**config.mk**
```make
export PLATFORM = sky130hd
export DESIGN_NAME = ubcm_top
export DESIGN_NICKNAME = d
export VERILOG_FILES = /design/src/rtl/ubcm_pkg.sv /design/src/rtl/ubcm_top.sv /design/src/rtl/ubcm_match.sv /design/src/rtl/ubcm_hold.sv
export VERILOG_INCLUDE_DIRS = /design/src /design/src/rtl
export SDC_FILE = /design/constraint.sdc
export NUM_CORES = 1
export LEC_CHECK = 0
export ABC_AREA = 1
export ABC_CLOCK_PERIOD_IN_PS = 4010
export CAP_MARGIN = 25
export CORE_MARGIN = 2
export CORE_UTILIZATION = 65
export DETAILED_ROUTE_END_ITERATION = 10
export DONT_BUFFER_PORTS = 1
export PLACE_DENSITY_LB_ADDON = 0.3
export SETUP_SLACK_MARGIN = 0.1
export SLEW_MARGIN = 5
export SYNTH_ARGS = -nofsm -noshare
export SYNTH_HDL_FRONTEND = slang
export SYNTH_SLANG_ARGS = --single-unit
```
**constraint.sdc**
```tcl
create_clock -name clk -period 4.01 [get_ports clk]
set_clock_uncertainty 0.1 [all_clocks]
set_input_delay 0.2005 -clock clk [delete_from_list [all_inputs] [get_ports clk]]
set_output_delay 0.2005 -clock clk [all_outputs]
set_load 0.02 [all_outputs]
```
**src/rtl/ubcm_params.svh**
```systemverilog
// Register offsets, field positions, reset values and interrupt levels for the break matcher.
// Assumes byte offsets on a 16-bit plain register port.
`ifndef UBCM_PARAMS_SVH
`define UBCM_PARAMS_SVH

// Register offsets
`define UBCM_OFF_ADDR_HI    4'h0
`define UBCM_OFF_ADDR_LO    4'h2
`define UBCM_OFF_MASK_HI    4'h4
`define UBCM_OFF_MASK_LO    4'h6
`define UBCM_OFF_COND       4'h8
`define UBCM_OFF_STATUS     4'hA

// Reset values
`define UBCM_RST_16         16'h0000
`define UBCM_RST_32         32'h0000_0000

// Condition register fields
`define UBCM_COND_SRC_HI    7
`define UBCM_COND_SRC_LO    6
`define UBCM_COND_FD_HI     5
`define UBCM_COND_FD_LO     4
`define UBCM_COND_DIR_HI    3
`define UBCM_COND_DIR_LO    2
`define UBCM_COND_SZ_HI     1
`define UBCM_COND_SZ_LO     0
`define UBCM_COND_WMASK     16'h00FF

// Size codes and selector codes
`define UBCM_SZ_ANY         2'h0
`define UBCM_SZ_WORD        2'h2
`define UBCM_SEL_OFF        2'h0

// Interrupt priority and highest accepting mask level
`define UBCM_PRIO           4'hF
`define UBCM_MASK_MAX_OK    4'hE

// Offset of the second instruction of a paired on-chip fetch
`define UBCM_PAIR_OFF       2'h2

`endif

```
**src/rtl/ubcm_pkg.sv**
```systemverilog
// Types shared by the break matcher modules.
// Assumes ubcm_params.svh supplies all numeric constants.
package ubcm_pkg;

  // One observed bus cycle
  typedef struct packed {
    logic        valid;
    logic        dma;    // 1: DMA or transfer controller, 0: core
    logic        fetch;  // 1: instruction fetch, 0: data access
    logic        write;
    logic [1:0]  size;   // 1 byte, 2 word, 3 longword
    logic        pair;   // Fetch carries two instructions
    logic [31:0] addr;
  } ubcm_cycle_t;

  // Decoded condition fields
  typedef struct packed {
    logic [1:0] cycle_source_sel;
    logic [1:0] fetch_data_sel;
    logic [1:0] direction_sel;
    logic [1:0] size_sel;
  } ubcm_cond_t;

  // Instruction boundary seen by the hold logic
  typedef struct packed {
    logic        valid;
    logic        int_ok; // Instruction may accept an interrupt
    logic [31:0] pc;     // Address of the instruction about to execute
  } ubcm_exec_t;

  typedef enum logic [1:0] {UBCM_IDLE, UBCM_PEND, UBCM_DEFER} ubcm_hold_st_t;

endpackage

```
**src/rtl/ubcm_top.sv**
```systemverilog
// Break-condition matcher: register file, per-instruction comparison and break request.
// Assumes bus-cycle and instruction-boundary reports come from logic on the same clock.
//
// The register offsets and the plain strobed port were chosen for this implementation.
`timescale 1ns/1ps
`include "ubcm_params.svh"

// Overview of operation
// - Condition register clears on reset, hardware standby
// - Upper condition bits read zero, writes ignored
// - Source field: off, core, DMA, both
// - Fetch/data field: off, fetch, data, both
// - Direction field: off, read, write, both
// - Size field: any, byte, word, longword
// - Zero source, fetch/data or direction selector blocks every break
// - Fetches compare as word size
// - Data size is operand size, not port
// - Full match raises break request
// - Priority 15; taken only at mask <=14
// - Paired fetch compares each instruction separately
// - Fetch break precedes instruction; saves its address
// - Non-accepting instruction defers break; saves next
// - Data break saves next executed instruction
// - Fetch with write-only never breaks
// - Break address split into two halves
// - Mask bit one excludes address bit
module ubcm_top
  import ubcm_pkg::*;
(
  // Clock and reset
  input  wire logic        clk,
  input  wire logic        reset,
  input  wire logic        hw_standby,
  // Register port
  input  wire logic [3:0]  reg_addr,
  input  wire logic [15:0] reg_wdata,
  input  wire logic        reg_wr,
  input  wire logic        reg_rd,
  output logic [15:0]      reg_rdata,
  // Observed bus cycles
  input  wire ubcm_cycle_t bus_cycle,
  // Core instruction boundary
  input  wire ubcm_exec_t  exec,
  input  wire logic [3:0]  interrupt_mask_level,
  // Toward the interrupt controller
  output logic             brk_req,
  output logic [3:0]       brk_prio,
  output logic             brk_take,
  output logic [31:0]      saved_pc
);

  logic [15:0]   addr_hi_q;
  logic [15:0]   addr_lo_q;
  logic [15:0]   mask_hi_q;
  logic [15:0]   mask_lo_q;
  logic [7:0]    cond_q;
  ubcm_cond_t    cond;
  logic [31:0]   brk_addr;
  logic [31:0]   brk_mask;
  logic [31:0]   slot_addr [2];
  logic [1:0]    slot_hit;
  logic          any_hit;
  logic [31:0]   hit_addr;
  logic [15:0]   rdata_d;
  ubcm_hold_st_t hold_st;
  logic          tgt_fetch;
  logic          reg_clear;

  // Hardware standby clears like reset; software standby is not seen here
  assign reg_clear = reset | hw_standby;

  // Break address and mask registers
  always_ff @(posedge clk) begin
    if (reg_clear) begin
      addr_hi_q <= `UBCM_RST_16;
      addr_lo_q <= `UBCM_RST_16;
      mask_hi_q <= `UBCM_RST_16;
      mask_lo_q <= `UBCM_RST_16;
    end else if (reg_wr) begin
      unique case (reg_addr)
        `UBCM_OFF_ADDR_HI: addr_hi_q <= reg_wdata;
        `UBCM_OFF_ADDR_LO: addr_lo_q <= reg_wdata;
        `UBCM_OFF_MASK_HI: mask_hi_q <= reg_wdata;
        `UBCM_OFF_MASK_LO: mask_lo_q <= reg_wdata;
        default: ;
      endcase
    end
  end

  // Condition register; only the low byte is stored
  always_ff @(posedge clk) begin
    if (reg_clear) begin
      cond_q <= 8'(`UBCM_RST_16);
    end else if (reg_wr && reg_addr == `UBCM_OFF_COND) begin
      cond_q <= reg_wdata[7:0];
    end
  end

  assign cond.cycle_source_sel = cond_q[`UBCM_COND_SRC_HI:`UBCM_COND_SRC_LO];
  assign cond.fetch_data_sel   = cond_q[`UBCM_COND_FD_HI:`UBCM_COND_FD_LO];
  assign cond.direction_sel    = cond_q[`UBCM_COND_DIR_HI:`UBCM_COND_DIR_LO];
  assign cond.size_sel         = cond_q[`UBCM_COND_SZ_HI:`UBCM_COND_SZ_LO];
  assign brk_addr = {addr_hi_q, addr_lo_q};
  assign brk_mask = {mask_hi_q, mask_lo_q};

  // Read mux; unmapped offsets and reserved bits read zero
  always_comb begin
    rdata_d = 16'h0000;
    unique case (reg_addr)
      `UBCM_OFF_ADDR_HI: rdata_d = addr_hi_q;
      `UBCM_OFF_ADDR_LO: rdata_d = addr_lo_q;
      `UBCM_OFF_MASK_HI: rdata_d = mask_hi_q;
      `UBCM_OFF_MASK_LO: rdata_d = mask_lo_q;
      `UBCM_OFF_COND:    rdata_d = {8'h00, cond_q};
      `UBCM_OFF_STATUS:  rdata_d = {13'h0000, tgt_fetch, hold_st == UBCM_DEFER, brk_req};
      default:           rdata_d = 16'h0000;
    endcase
  end

  // Read data stands only in the cycle after the strobe
  always_ff @(posedge clk) begin
    if (reset) begin
      reg_rdata <= `UBCM_RST_16;
    end else if (reg_rd) begin
      reg_rdata <= rdata_d;
    end else begin
      reg_rdata <= `UBCM_RST_16;
    end
  end

  // Two instruction slots: a paired on-chip fetch is two independent compares
  assign slot_addr[0] = (bus_cycle.fetch && bus_cycle.pair) ?
                        {bus_cycle.addr[31:2], 2'h0} : bus_cycle.addr;
  assign slot_addr[1] = {bus_cycle.addr[31:2], `UBCM_PAIR_OFF};

  for (genvar s = 0; s < 2; s++) begin : g_slot
    logic slot_en;
    logic slot_raw;
    // Second slot only exists for paired fetches
    assign slot_en = (s == 0) || (bus_cycle.fetch && bus_cycle.pair);
    ubcm_match u_match (
      .cond     (cond),
      .brk_addr (brk_addr),
      .brk_mask (brk_mask),
      .cyc      (bus_cycle),
      .cmp_addr (slot_addr[s]),
      .hit      (slot_raw)
    );
    assign slot_hit[s] = slot_en & slot_raw;
  end

  // First instruction wins when both slots match; it executes first anyway
  assign any_hit  = |slot_hit;
  assign hit_addr = slot_hit[0] ? slot_addr[0] : slot_addr[1];

  ubcm_hold u_hold (
    .clk         (clk),
    .reset       (reset),
    .clear       (hw_standby),
    .hit         (any_hit),
    .hit_fetch   (bus_cycle.fetch),
    .hit_addr    (hit_addr),
    .exec        (exec),
    .mask_level  (interrupt_mask_level),
    .brk_req     (brk_req),
    .brk_take    (brk_take),
    .saved_pc_q  (saved_pc),
    .state_q     (hold_st),
    .tgt_fetch_q (tgt_fetch)
  );

  // Fixed request priority
  assign brk_prio = `UBCM_PRIO;

  // Checks

  property p_cond_clear;
    @(posedge clk) reg_clear |=> cond_q == 8'h00;
  endproperty
  a_cond_clear: assert property (p_cond_clear)
    else $error("condition register not cleared");

  property p_reserved_zero;
    @(posedge clk) disable iff (reset)
      reg_rd && reg_addr == `UBCM_OFF_COND |=> reg_rdata[15:8] == 8'h00;
  endproperty
  a_reserved_zero: assert property (p_reserved_zero)
    else $error("reserved condition bits read nonzero");

  property p_sel_off_blocks;
    @(posedge clk) disable iff (reset)
      (cond.cycle_source_sel == 2'h0 || cond.fetch_data_sel == 2'h0 ||
       cond.direction_sel == 2'h0) |-> !any_hit;
  endproperty
  a_sel_off_blocks: assert property (p_sel_off_blocks)
    else $error("break raised with a selector off");

  property p_src_select;
    @(posedge clk) disable iff (reset)
      any_hit |-> (bus_cycle.dma ? cond.cycle_source_sel[1] : cond.cycle_source_sel[0]);
  endproperty
  a_src_select: assert property (p_src_select)
    else $error("hit from an unselected source");

  property p_fetch_never_write;
    @(posedge clk) disable iff (reset)
      (bus_cycle.fetch && cond.direction_sel == 2'h2) |-> !any_hit;
  endproperty
  a_fetch_never_write: assert property (p_fetch_never_write)
    else $error("fetch matched a write-only condition");

  property p_size_match;
    @(posedge clk) disable iff (reset)
      (any_hit && cond.size_sel != 2'h0) |->
        cond.size_sel == (bus_cycle.fetch ? 2'h2 : bus_cycle.size);
  endproperty
  a_size_match: assert property (p_size_match)
    else $error("hit with the wrong operand size");

  property p_hit_raises_req;
    @(posedge clk) disable iff (reset || hw_standby)
      (any_hit && !brk_req) |=> brk_req;
  endproperty
  a_hit_raises_req: assert property (p_hit_raises_req)
    else $error("match did not raise a request");

  property p_level15_holds;
    @(posedge clk) disable iff (reset || hw_standby)
      (brk_req && interrupt_mask_level == 4'hF) |-> !brk_take ##1 brk_req;
  endproperty
  a_level15_holds: assert property (p_level15_holds)
    else $error("request lost or taken at mask level 15");

  property p_take_saves_pc;
    @(posedge clk) disable iff (reset || hw_standby)
      brk_take |=> saved_pc == $past(exec.pc) && !brk_req;
  endproperty
  a_take_saves_pc: assert property (p_take_saves_pc)
    else $error("saved program counter wrong after take");

  property p_defer_not_at_target;
    @(posedge clk) disable iff (reset || hw_standby)
      (hold_st == UBCM_PEND && tgt_fetch && exec.valid && !exec.int_ok) |-> !brk_take;
  endproperty
  a_defer_not_at_target: assert property (p_defer_not_at_target)
    else $error("break taken on a non-accepting instruction");

  // Single-slot cycles: every unmasked address bit must agree with the break address
  property p_addr_mask;
    @(posedge clk) disable iff (reset)
      (any_hit && !(bus_cycle.fetch && bus_cycle.pair)) |->
        ((bus_cycle.addr ^ brk_addr) & ~brk_mask) == 32'h0000_0000;
  endproperty
  a_addr_mask: assert property (p_addr_mask)
    else $error("hit with an unmasked address bit differing");

  property p_fd_select;
    @(posedge clk) disable iff (reset)
      any_hit |-> (bus_cycle.fetch ? cond.fetch_data_sel[0] : cond.fetch_data_sel[1]);
  endproperty
  a_fd_select: assert property (p_fd_select)
    else $error("hit on an unselected fetch or data cycle");

  // A fetch counts as a read whatever the write flag says
  property p_dir_select;
    @(posedge clk) disable iff (reset)
      any_hit |-> ((bus_cycle.write && !bus_cycle.fetch) ?
                   cond.direction_sel[1] : cond.direction_sel[0]);
  endproperty
  a_dir_select: assert property (p_dir_select)
    else $error("hit on an unselected direction");

  property p_fetch_word;
    @(posedge clk) disable iff (reset)
      (any_hit && bus_cycle.fetch) |-> (cond.size_sel == 2'h0 || cond.size_sel == 2'h2);
  endproperty
  a_fetch_word: assert property (p_fetch_word)
    else $error("fetch matched a byte or longword size");

  property p_valid_only;
    @(posedge clk) disable iff (reset)
      !bus_cycle.valid |-> !any_hit;
  endproperty
  a_valid_only: assert property (p_valid_only)
    else $error("hit without a valid bus cycle");

  property p_take_level;
    @(posedge clk) disable iff (reset || hw_standby)
      brk_take |-> interrupt_mask_level <= 4'hE;
  endproperty
  a_take_level: assert property (p_take_level)
    else $error("break taken above mask level 14");

  property p_take_accepting;
    @(posedge clk) disable iff (reset || hw_standby)
      brk_take |-> (exec.valid && exec.int_ok);
  endproperty
  a_take_accepting: assert property (p_take_accepting)
    else $error("break taken off an accepting boundary");

  // Only the low byte is kept; the upper byte reads back as zero
  property p_cond_write;
    @(posedge clk) disable iff (reg_clear)
      (reg_wr && reg_addr == `UBCM_OFF_COND) |=> cond_q == $past(reg_wdata[7:0]);
  endproperty
  a_cond_write: assert property (p_cond_write)
    else $error("condition write not stored");

  // Once raised, the request only drops through a take, reset or hardware standby
  property p_req_until_take;
    @(posedge clk) disable iff (reset || hw_standby)
      (brk_req && !brk_take) |=> brk_req;
  endproperty
  a_req_until_take: assert property (p_req_until_take)
    else $error("request dropped without a take");

endmodule

```
**src/rtl/ubcm_match.sv**
```systemverilog
// Combinational comparison of one instruction or access address against the break condition.
// Assumes the caller supplies the attributes of the same bus cycle.
`timescale 1ns/1ps
`include "ubcm_params.svh"

module ubcm_match
  import ubcm_pkg::*;
(
  // Configuration
  input  wire ubcm_cond_t  cond,
  input  wire logic [31:0] brk_addr,
  input  wire logic [31:0] brk_mask,
  // Observed cycle
  input  wire ubcm_cycle_t cyc,
  input  wire logic [31:0] cmp_addr,
  // Result
  output logic             hit
);

  logic addr_ok;
  logic src_ok;
  logic fd_ok;
  logic dir_ok;
  logic sz_ok;
  logic eff_write;
  logic [1:0] eff_size;

  // Masked bits drop out of the comparison
  assign addr_ok = ((cmp_addr ^ brk_addr) & ~brk_mask) == 32'h0000_0000;
  // Each selector: low bit picks the first kind, high bit the second, 00 blocks
  assign src_ok = cyc.dma ? cond.cycle_source_sel[1] : cond.cycle_source_sel[0];
  assign fd_ok  = cyc.fetch ? cond.fetch_data_sel[0] : cond.fetch_data_sel[1];
  // Fetches are always reads, whatever the bus reports
  assign eff_write = cyc.write & ~cyc.fetch;
  assign dir_ok = eff_write ? cond.direction_sel[1] : cond.direction_sel[0];
  // Fetches count as word; data uses the operand size, not the port width
  assign eff_size = cyc.fetch ? `UBCM_SZ_WORD : cyc.size;
  assign sz_ok = (cond.size_sel == `UBCM_SZ_ANY) || (cond.size_sel == eff_size);

  // All terms judged together for the same cycle
  assign hit = cyc.valid & addr_ok & src_ok & fd_ok & dir_ok & sz_ok;

endmodule

```
**src/rtl/ubcm_hold.sv**
```systemverilog
// Holds a break request until an interrupt-accepting instruction boundary takes it.
// Assumes the core reports each instruction boundary with its address and mask level.
`timescale 1ns/1ps
`include "ubcm_params.svh"

module ubcm_hold
  import ubcm_pkg::*;
(
  // Clock and reset
  input  wire logic        clk,
  input  wire logic        reset,
  input  wire logic        clear,
  // Match event
  input  wire logic        hit,
  input  wire logic        hit_fetch,
  input  wire logic [31:0] hit_addr,
  // Core side
  input  wire ubcm_exec_t  exec,
  input  wire logic [3:0]  mask_level,
  // Results
  output logic             brk_req,
  output logic             brk_take,
  output logic [31:0]      saved_pc_q,
  output ubcm_hold_st_t    state_q,
  output logic             tgt_fetch_q
);

  ubcm_hold_st_t state_d;
  logic [31:0]   tgt_addr_q;
  logic          level_ok;
  logic          at_tgt;

  assign level_ok = mask_level <= `UBCM_MASK_MAX_OK;
  assign at_tgt   = exec.valid && (exec.pc == tgt_addr_q);
  // Fetch breaks wait for the matched instruction (or a later boundary once deferred)
  always_comb begin
    brk_take = 1'b0;
    if (level_ok && exec.valid && exec.int_ok) begin
      unique case (state_q)
        UBCM_IDLE:  brk_take = 1'b0;
        UBCM_PEND:  brk_take = !tgt_fetch_q || at_tgt;
        UBCM_DEFER: brk_take = 1'b1;
      endcase
    end
  end

  // Request stays high while pending, even at mask level 15
  assign brk_req = state_q != UBCM_IDLE;

  // Next state
  always_comb begin
    state_d = state_q;
    unique case (state_q)
      UBCM_IDLE:  if (hit) state_d = UBCM_PEND;
      UBCM_PEND: begin
        if (brk_take) state_d = UBCM_IDLE;
        else if (tgt_fetch_q && at_tgt && !exec.int_ok) state_d = UBCM_DEFER;
      end
      UBCM_DEFER: if (brk_take) state_d = UBCM_IDLE;
    endcase
  end

  // State register; hardware standby acts as reset
  always_ff @(posedge clk) begin
    if (reset || clear) begin
      state_q <= UBCM_IDLE;
    end else begin
      state_q <= state_d;
    end
  end

  // Target captured when a new break becomes pending
  always_ff @(posedge clk) begin
    if (reset || clear) begin
      tgt_addr_q  <= `UBCM_RST_32;
      tgt_fetch_q <= 1'b0;
    end else if (state_q == UBCM_IDLE && hit) begin
      tgt_addr_q  <= hit_addr;
      tgt_fetch_q <= hit_fetch;
    end
  end

  // Program counter handed to exception processing
  always_ff @(posedge clk) begin
    if (reset || clear) begin
      saved_pc_q <= `UBCM_RST_32;
    end else if (brk_take) begin
      saved_pc_q <= exec.pc;
    end
  end

endmodule

```
==> impl_metrics.csv <==
group,metric,value,unit
status,outcome,"complete, no violations",
floorplanning,pin_count,156,
timing,timing.slew.headroom,0.3320,
placement,detailedPlacementHpwl,14.22,mm
drt,routed_via_density,6.057,
floorplanning,floorplan.rows,38,
drt,drt_iter0_markers,1021,
global_route,grt_pass1_wl,35.51,mm
timing,slew_viol_final,0,
drt,wl_per_cell,18.69,µm
timing,grt_setup_unrepaired,"false",
yosys,synthesized_area_fraction_occupied_by_and_or_nand_nor_cells,0.1810,
worst_setup_path,timing.critical_path.required,3710,ps
timing,fin_crit_sh,0.6913,
run,max-cap-violations,0,
yosys,seq_area_frac_synth,0.4296,
cts,h-tree-depth,4,
worst_setup_path,path_common_cell,"sky130_fd_sc_hd__nand2_1",
floorplanning,chip_height,109.4,µm
floorplanning,die_area,11970,µm²
global_route,gr-usage-all-layers,0.3888,
cells_and_area,fraction_of_layout_cells_with_a_size_suffix_above_1,0.04317,
cts,max-clock-path-buffers,2,
global_route,antenna_violations_before_repair,1,
worst_setup_path,worstRegToRegCells,16,
yosys,ranking_of_synthesized_cells_by_area,"sky130_fd_sc_hd__dfxtp_1 43%, sky130_fd_sc_hd__nand2_1 10%, sky130_fd_sc_hd__a21oi_1 10%",
cts,cts.clk_slew.worst_paths,60,ps
cells_and_area,layoutNonFillerInstCount,1253,
yosys,synth_top_area_cell,"sky130_fd_sc_hd__dfxtp_1",
timing,holdWs,34.73,ps
timing,worst_slew_pin_slew,999.5,ps
floorplanning,core,10840,µm²
worst_setup_path,crit_buf_inv,3,
yosys,postSynthAreaPerCell,7.020,µm²
timing,report.final.hold_viol_count,0,
worst_hold_path,hp-start,"exec[32]",
drt,antenna_violating_nets_post_route,0,
worst_setup_path,worstReg2RegEnd,"u_hold.saved_pc_q[7]$_SDFFE_PP0P_",
worst_setup_path,timing.critical_path.slowest_stage_cell,"sky130_fd_sc_hd__clkinv_4",
cells_and_area,total_nets_final,1205,
cts,worst_skew_pair.late_latency,550,ps
global_route,grt_start_max_net_pins,118,
drt,remaining_drc_errors,0,
placement,numPortBuffers,0,
worst_setup_path,cp_top_family,"simple AND/OR/NAND/NOR gates",
yosys,synth_top_family_by_area,"compound AO/OA/AOI/OAI gates",
global_route,overflow,0,
worst_setup_path,slowest_delay,380,ps
cells_and_area,area_growth_syn_to_layout,21.34,%
timing,finalSetupViolCount,0,
yosys,muxShareOfSynthArea,0,
cts,clock_tree_from_tritoncts,"built",
floorplanning,dieWidth,109.4,µm
worst_setup_path,crit_path_start_kind,"flip-flop",
worst_setup_path,crit_type,"flip-flop to primary output",
cts,clk_root_buffer_cell,"sky130_fd_sc_hd__clkbuf_8",
cells_and_area,layout.cell_area.non_filler,8765,µm²
drt,drt_pre_antenna_iters,6,
drt,dr_total_vias,7590,
cells_and_area,utilization,0.8085,
worst_setup_path,r2r_slack,1510,ps
timing,fmax,0.3608,GHz
placement,dp.cells,1126,
worst_hold_path,worstHoldPathCells,7,
yosys,count_of_synthesis_stage_warnings_from_yosys,0,
worst_setup_path,timing.critical_path.arrival,2470,ps
timing,final.min_clock_period,2772,ps
worst_setup_path,worstReg2RegStart,"u_hold.tgt_addr_q[6]$_SDFFE_PP0P_",
power,power_density,402.2,nW/µm²
worst_hold_path,holdCritPathClass,"primary input to flip-flop",
power,vdd_drop_max,0.3452,mV
cts,cts_made_buffers,17,
floorplanning,start_util,0.6663,
worst_hold_path,min_to,"u_hold.state_q[0]$_SDFFE_PP0P_",
cts,tritoncts_num_sinks,155,
yosys,yosysUniqueCellTypes,37,
placement,gp_congestion,0.9063,
yosys,share_of_the_synthesized_area_in_compound_gates_ao_oa_aoi_oai,0.2449,
yosys,ys_seq_elements,155,
timing,setup_tns_after_final_layout,0,ps
power,p_leak,0.003317,µW
worst_setup_path,critical_path_peak_fanout,61,
global_route,grt_pass1_vias,7093,
yosys,synthCells,1029,
yosys,synth_top_cell_area_share,0.4296,
yosys,synth_area,7223,µm²
drt,drt-total-wl,23.41,mm
placement,placement.cell_area,7167,µm²
yosys,synth_xor_xnor_area_share,0.02546,
worst_setup_path,cp_cell_sequence,"inv_1, nand2_1, nand2_1, inv_1, nand2_1, nor2_1, nand2_1, nor2_1, nand3_1, nand2_1, nand2_1, nand2_2, nand2_4, clkinv_4",
yosys,post_synth_fa_ha_maj_area_fraction,0.005197,
worst_setup_path,critical_path.endpoint_type,"primary output",
sequential cells by signal (all words and copies together), names as in the netlist:
signal and count:
mask_hi_q 16, addr_hi_q 16, cond 8, u_hold.tgt_fetch_q 1, u_hold.tgt_addr_q 32, u_hold.saved_pc_q 32
addr_lo_q 16, mask_lo_q 16, reg_rdata 16, u_hold.state_q 2
cells in the mapped netlist, drive strengths merged:
library cell,n
a211oi,3
a21boi,2
a21o,1
a21oi,147
a221oi,14
a31oi,2
a41oi,1
buf,19
clkbuf,31
clkinv,2
conb,1
dfxtp,155
ha,3
inv,140
nand2,204
nand3,30
nand3b,4
nand4,2
nor2,83
nor2b,1
nor3,2
o2111ai,1
o211ai,1
o21ai,136
o22ai,23
xnor2,14
xor2,7
metal layers:
metal,GRT usage,vias up,wire [µm]
li1,-,3526,-
met1,0.4676,3387,8373
met2,0.6327,556,10880
met3,0.1215,121,2979
met4,0.1835,0,1182
met5,0,-,0
cell usage in the layout, fill, tap and decap left out, drive strengths merged, types with 4 or more instances in the layout:
| cell | n |
|---|---|
| nand3b | 4 |
| a21oi | 147 |
| o21ai | 136 |
| dfxtp | 155 |
| o22ai | 23 |
| inv | 140 |
| nor2 | 83 |
| xnor2 | 14 |
| clkbuf | 25 |
| a221oi | 14 |
| xor2 | 7 |
| bufinv | 4 |
| conb | 4 |
| dlygate4sd3 | 94 |
| nand2 | 204 |
| nand3 | 30 |
| buf | 5 |
tightest hold or removal path, stage by stage:
cell and delay [ps]:
sky130_fd_sc_hd__inv_1 30, sky130_fd_sc_hd__nand4_1 80, sky130_fd_sc_hd__nand2_1 50, sky130_fd_sc_hd__inv_1 40, sky130_fd_sc_hd__nand2_1 70, sky130_fd_sc_hd__a21oi_1 120
sky130_fd_sc_hd__nor2_1 50
kinds of logic after synthesis:
kind of cell               Yosys count
AOI/OAI and AO/OA                  331
and+or+nand+nor                    326
buffers and inverters              192
adders and majority gates            3
xor gates and xnor gates            21
DFF                                155
other                                1
through the flow:
step	total power (µW)	setup WS (ps)
after floorplan	1713	2243
after detailed placement	1740	1588
final	3525	1238
after global placement	1737	1666
after global routing	3608	1177
after CTS	3496	1400
layout make-up:
type	instances	area, µm²
Inverter	142	538.0
Fill cell	708	2076
Clock inverter	6	132.6
Multi-Input combinational cell	685	3321
Antenna cell	1	2.502
Tap cell	140	175.2
Clock buffer	25	494.2
Sequential cell	155	3103
Timing Repair Buffer	99	998.5
report_power, final:
part | internal (µW) | switching [µW] | total, µW
Clock | 1090 | 625 | 1720
Sequential | 1550 | 3.94 | 1550
Combinational | 111 | 149 | 259
Total | 2750 | 777 | 3530
repair_timing:
action | in CTS | in global routing
gates resized for setup | 0 | 0
hold endpoints to repair | 138 | 12
buffers inserted | 0 | 0
hold buffers | 92 | 2
worst max path at each step:
stage,start,to,slack [ps],depth (start not counted)
6_report,u_hold.tgt_addr_q[6]$_SDFFE_PP0P_,brk_take,1240,14
5_1_grt,u_hold.tgt_addr_q[6]$_SDFFE_PP0P_,brk_take,1180,14
4_1_cts,u_hold.tgt_addr_q[23]$_SDFFE_PP0P_,brk_take,1400,14
3_5_place_dp,reg_addr[0],addr_hi_q[6]$_SDFFE_PP0P_,1590,6
3_3_place_gp,reg_addr[0],addr_hi_q[10]$_SDFFE_PP0P_,1670,6
2_1_floorplan,u_hold.state_q[0]$_SDFFE_PP0P_,u_hold.saved_pc_q[23]$_SDFFE_PP0P_,2240,8
Power figures use the tool's default switching activity.
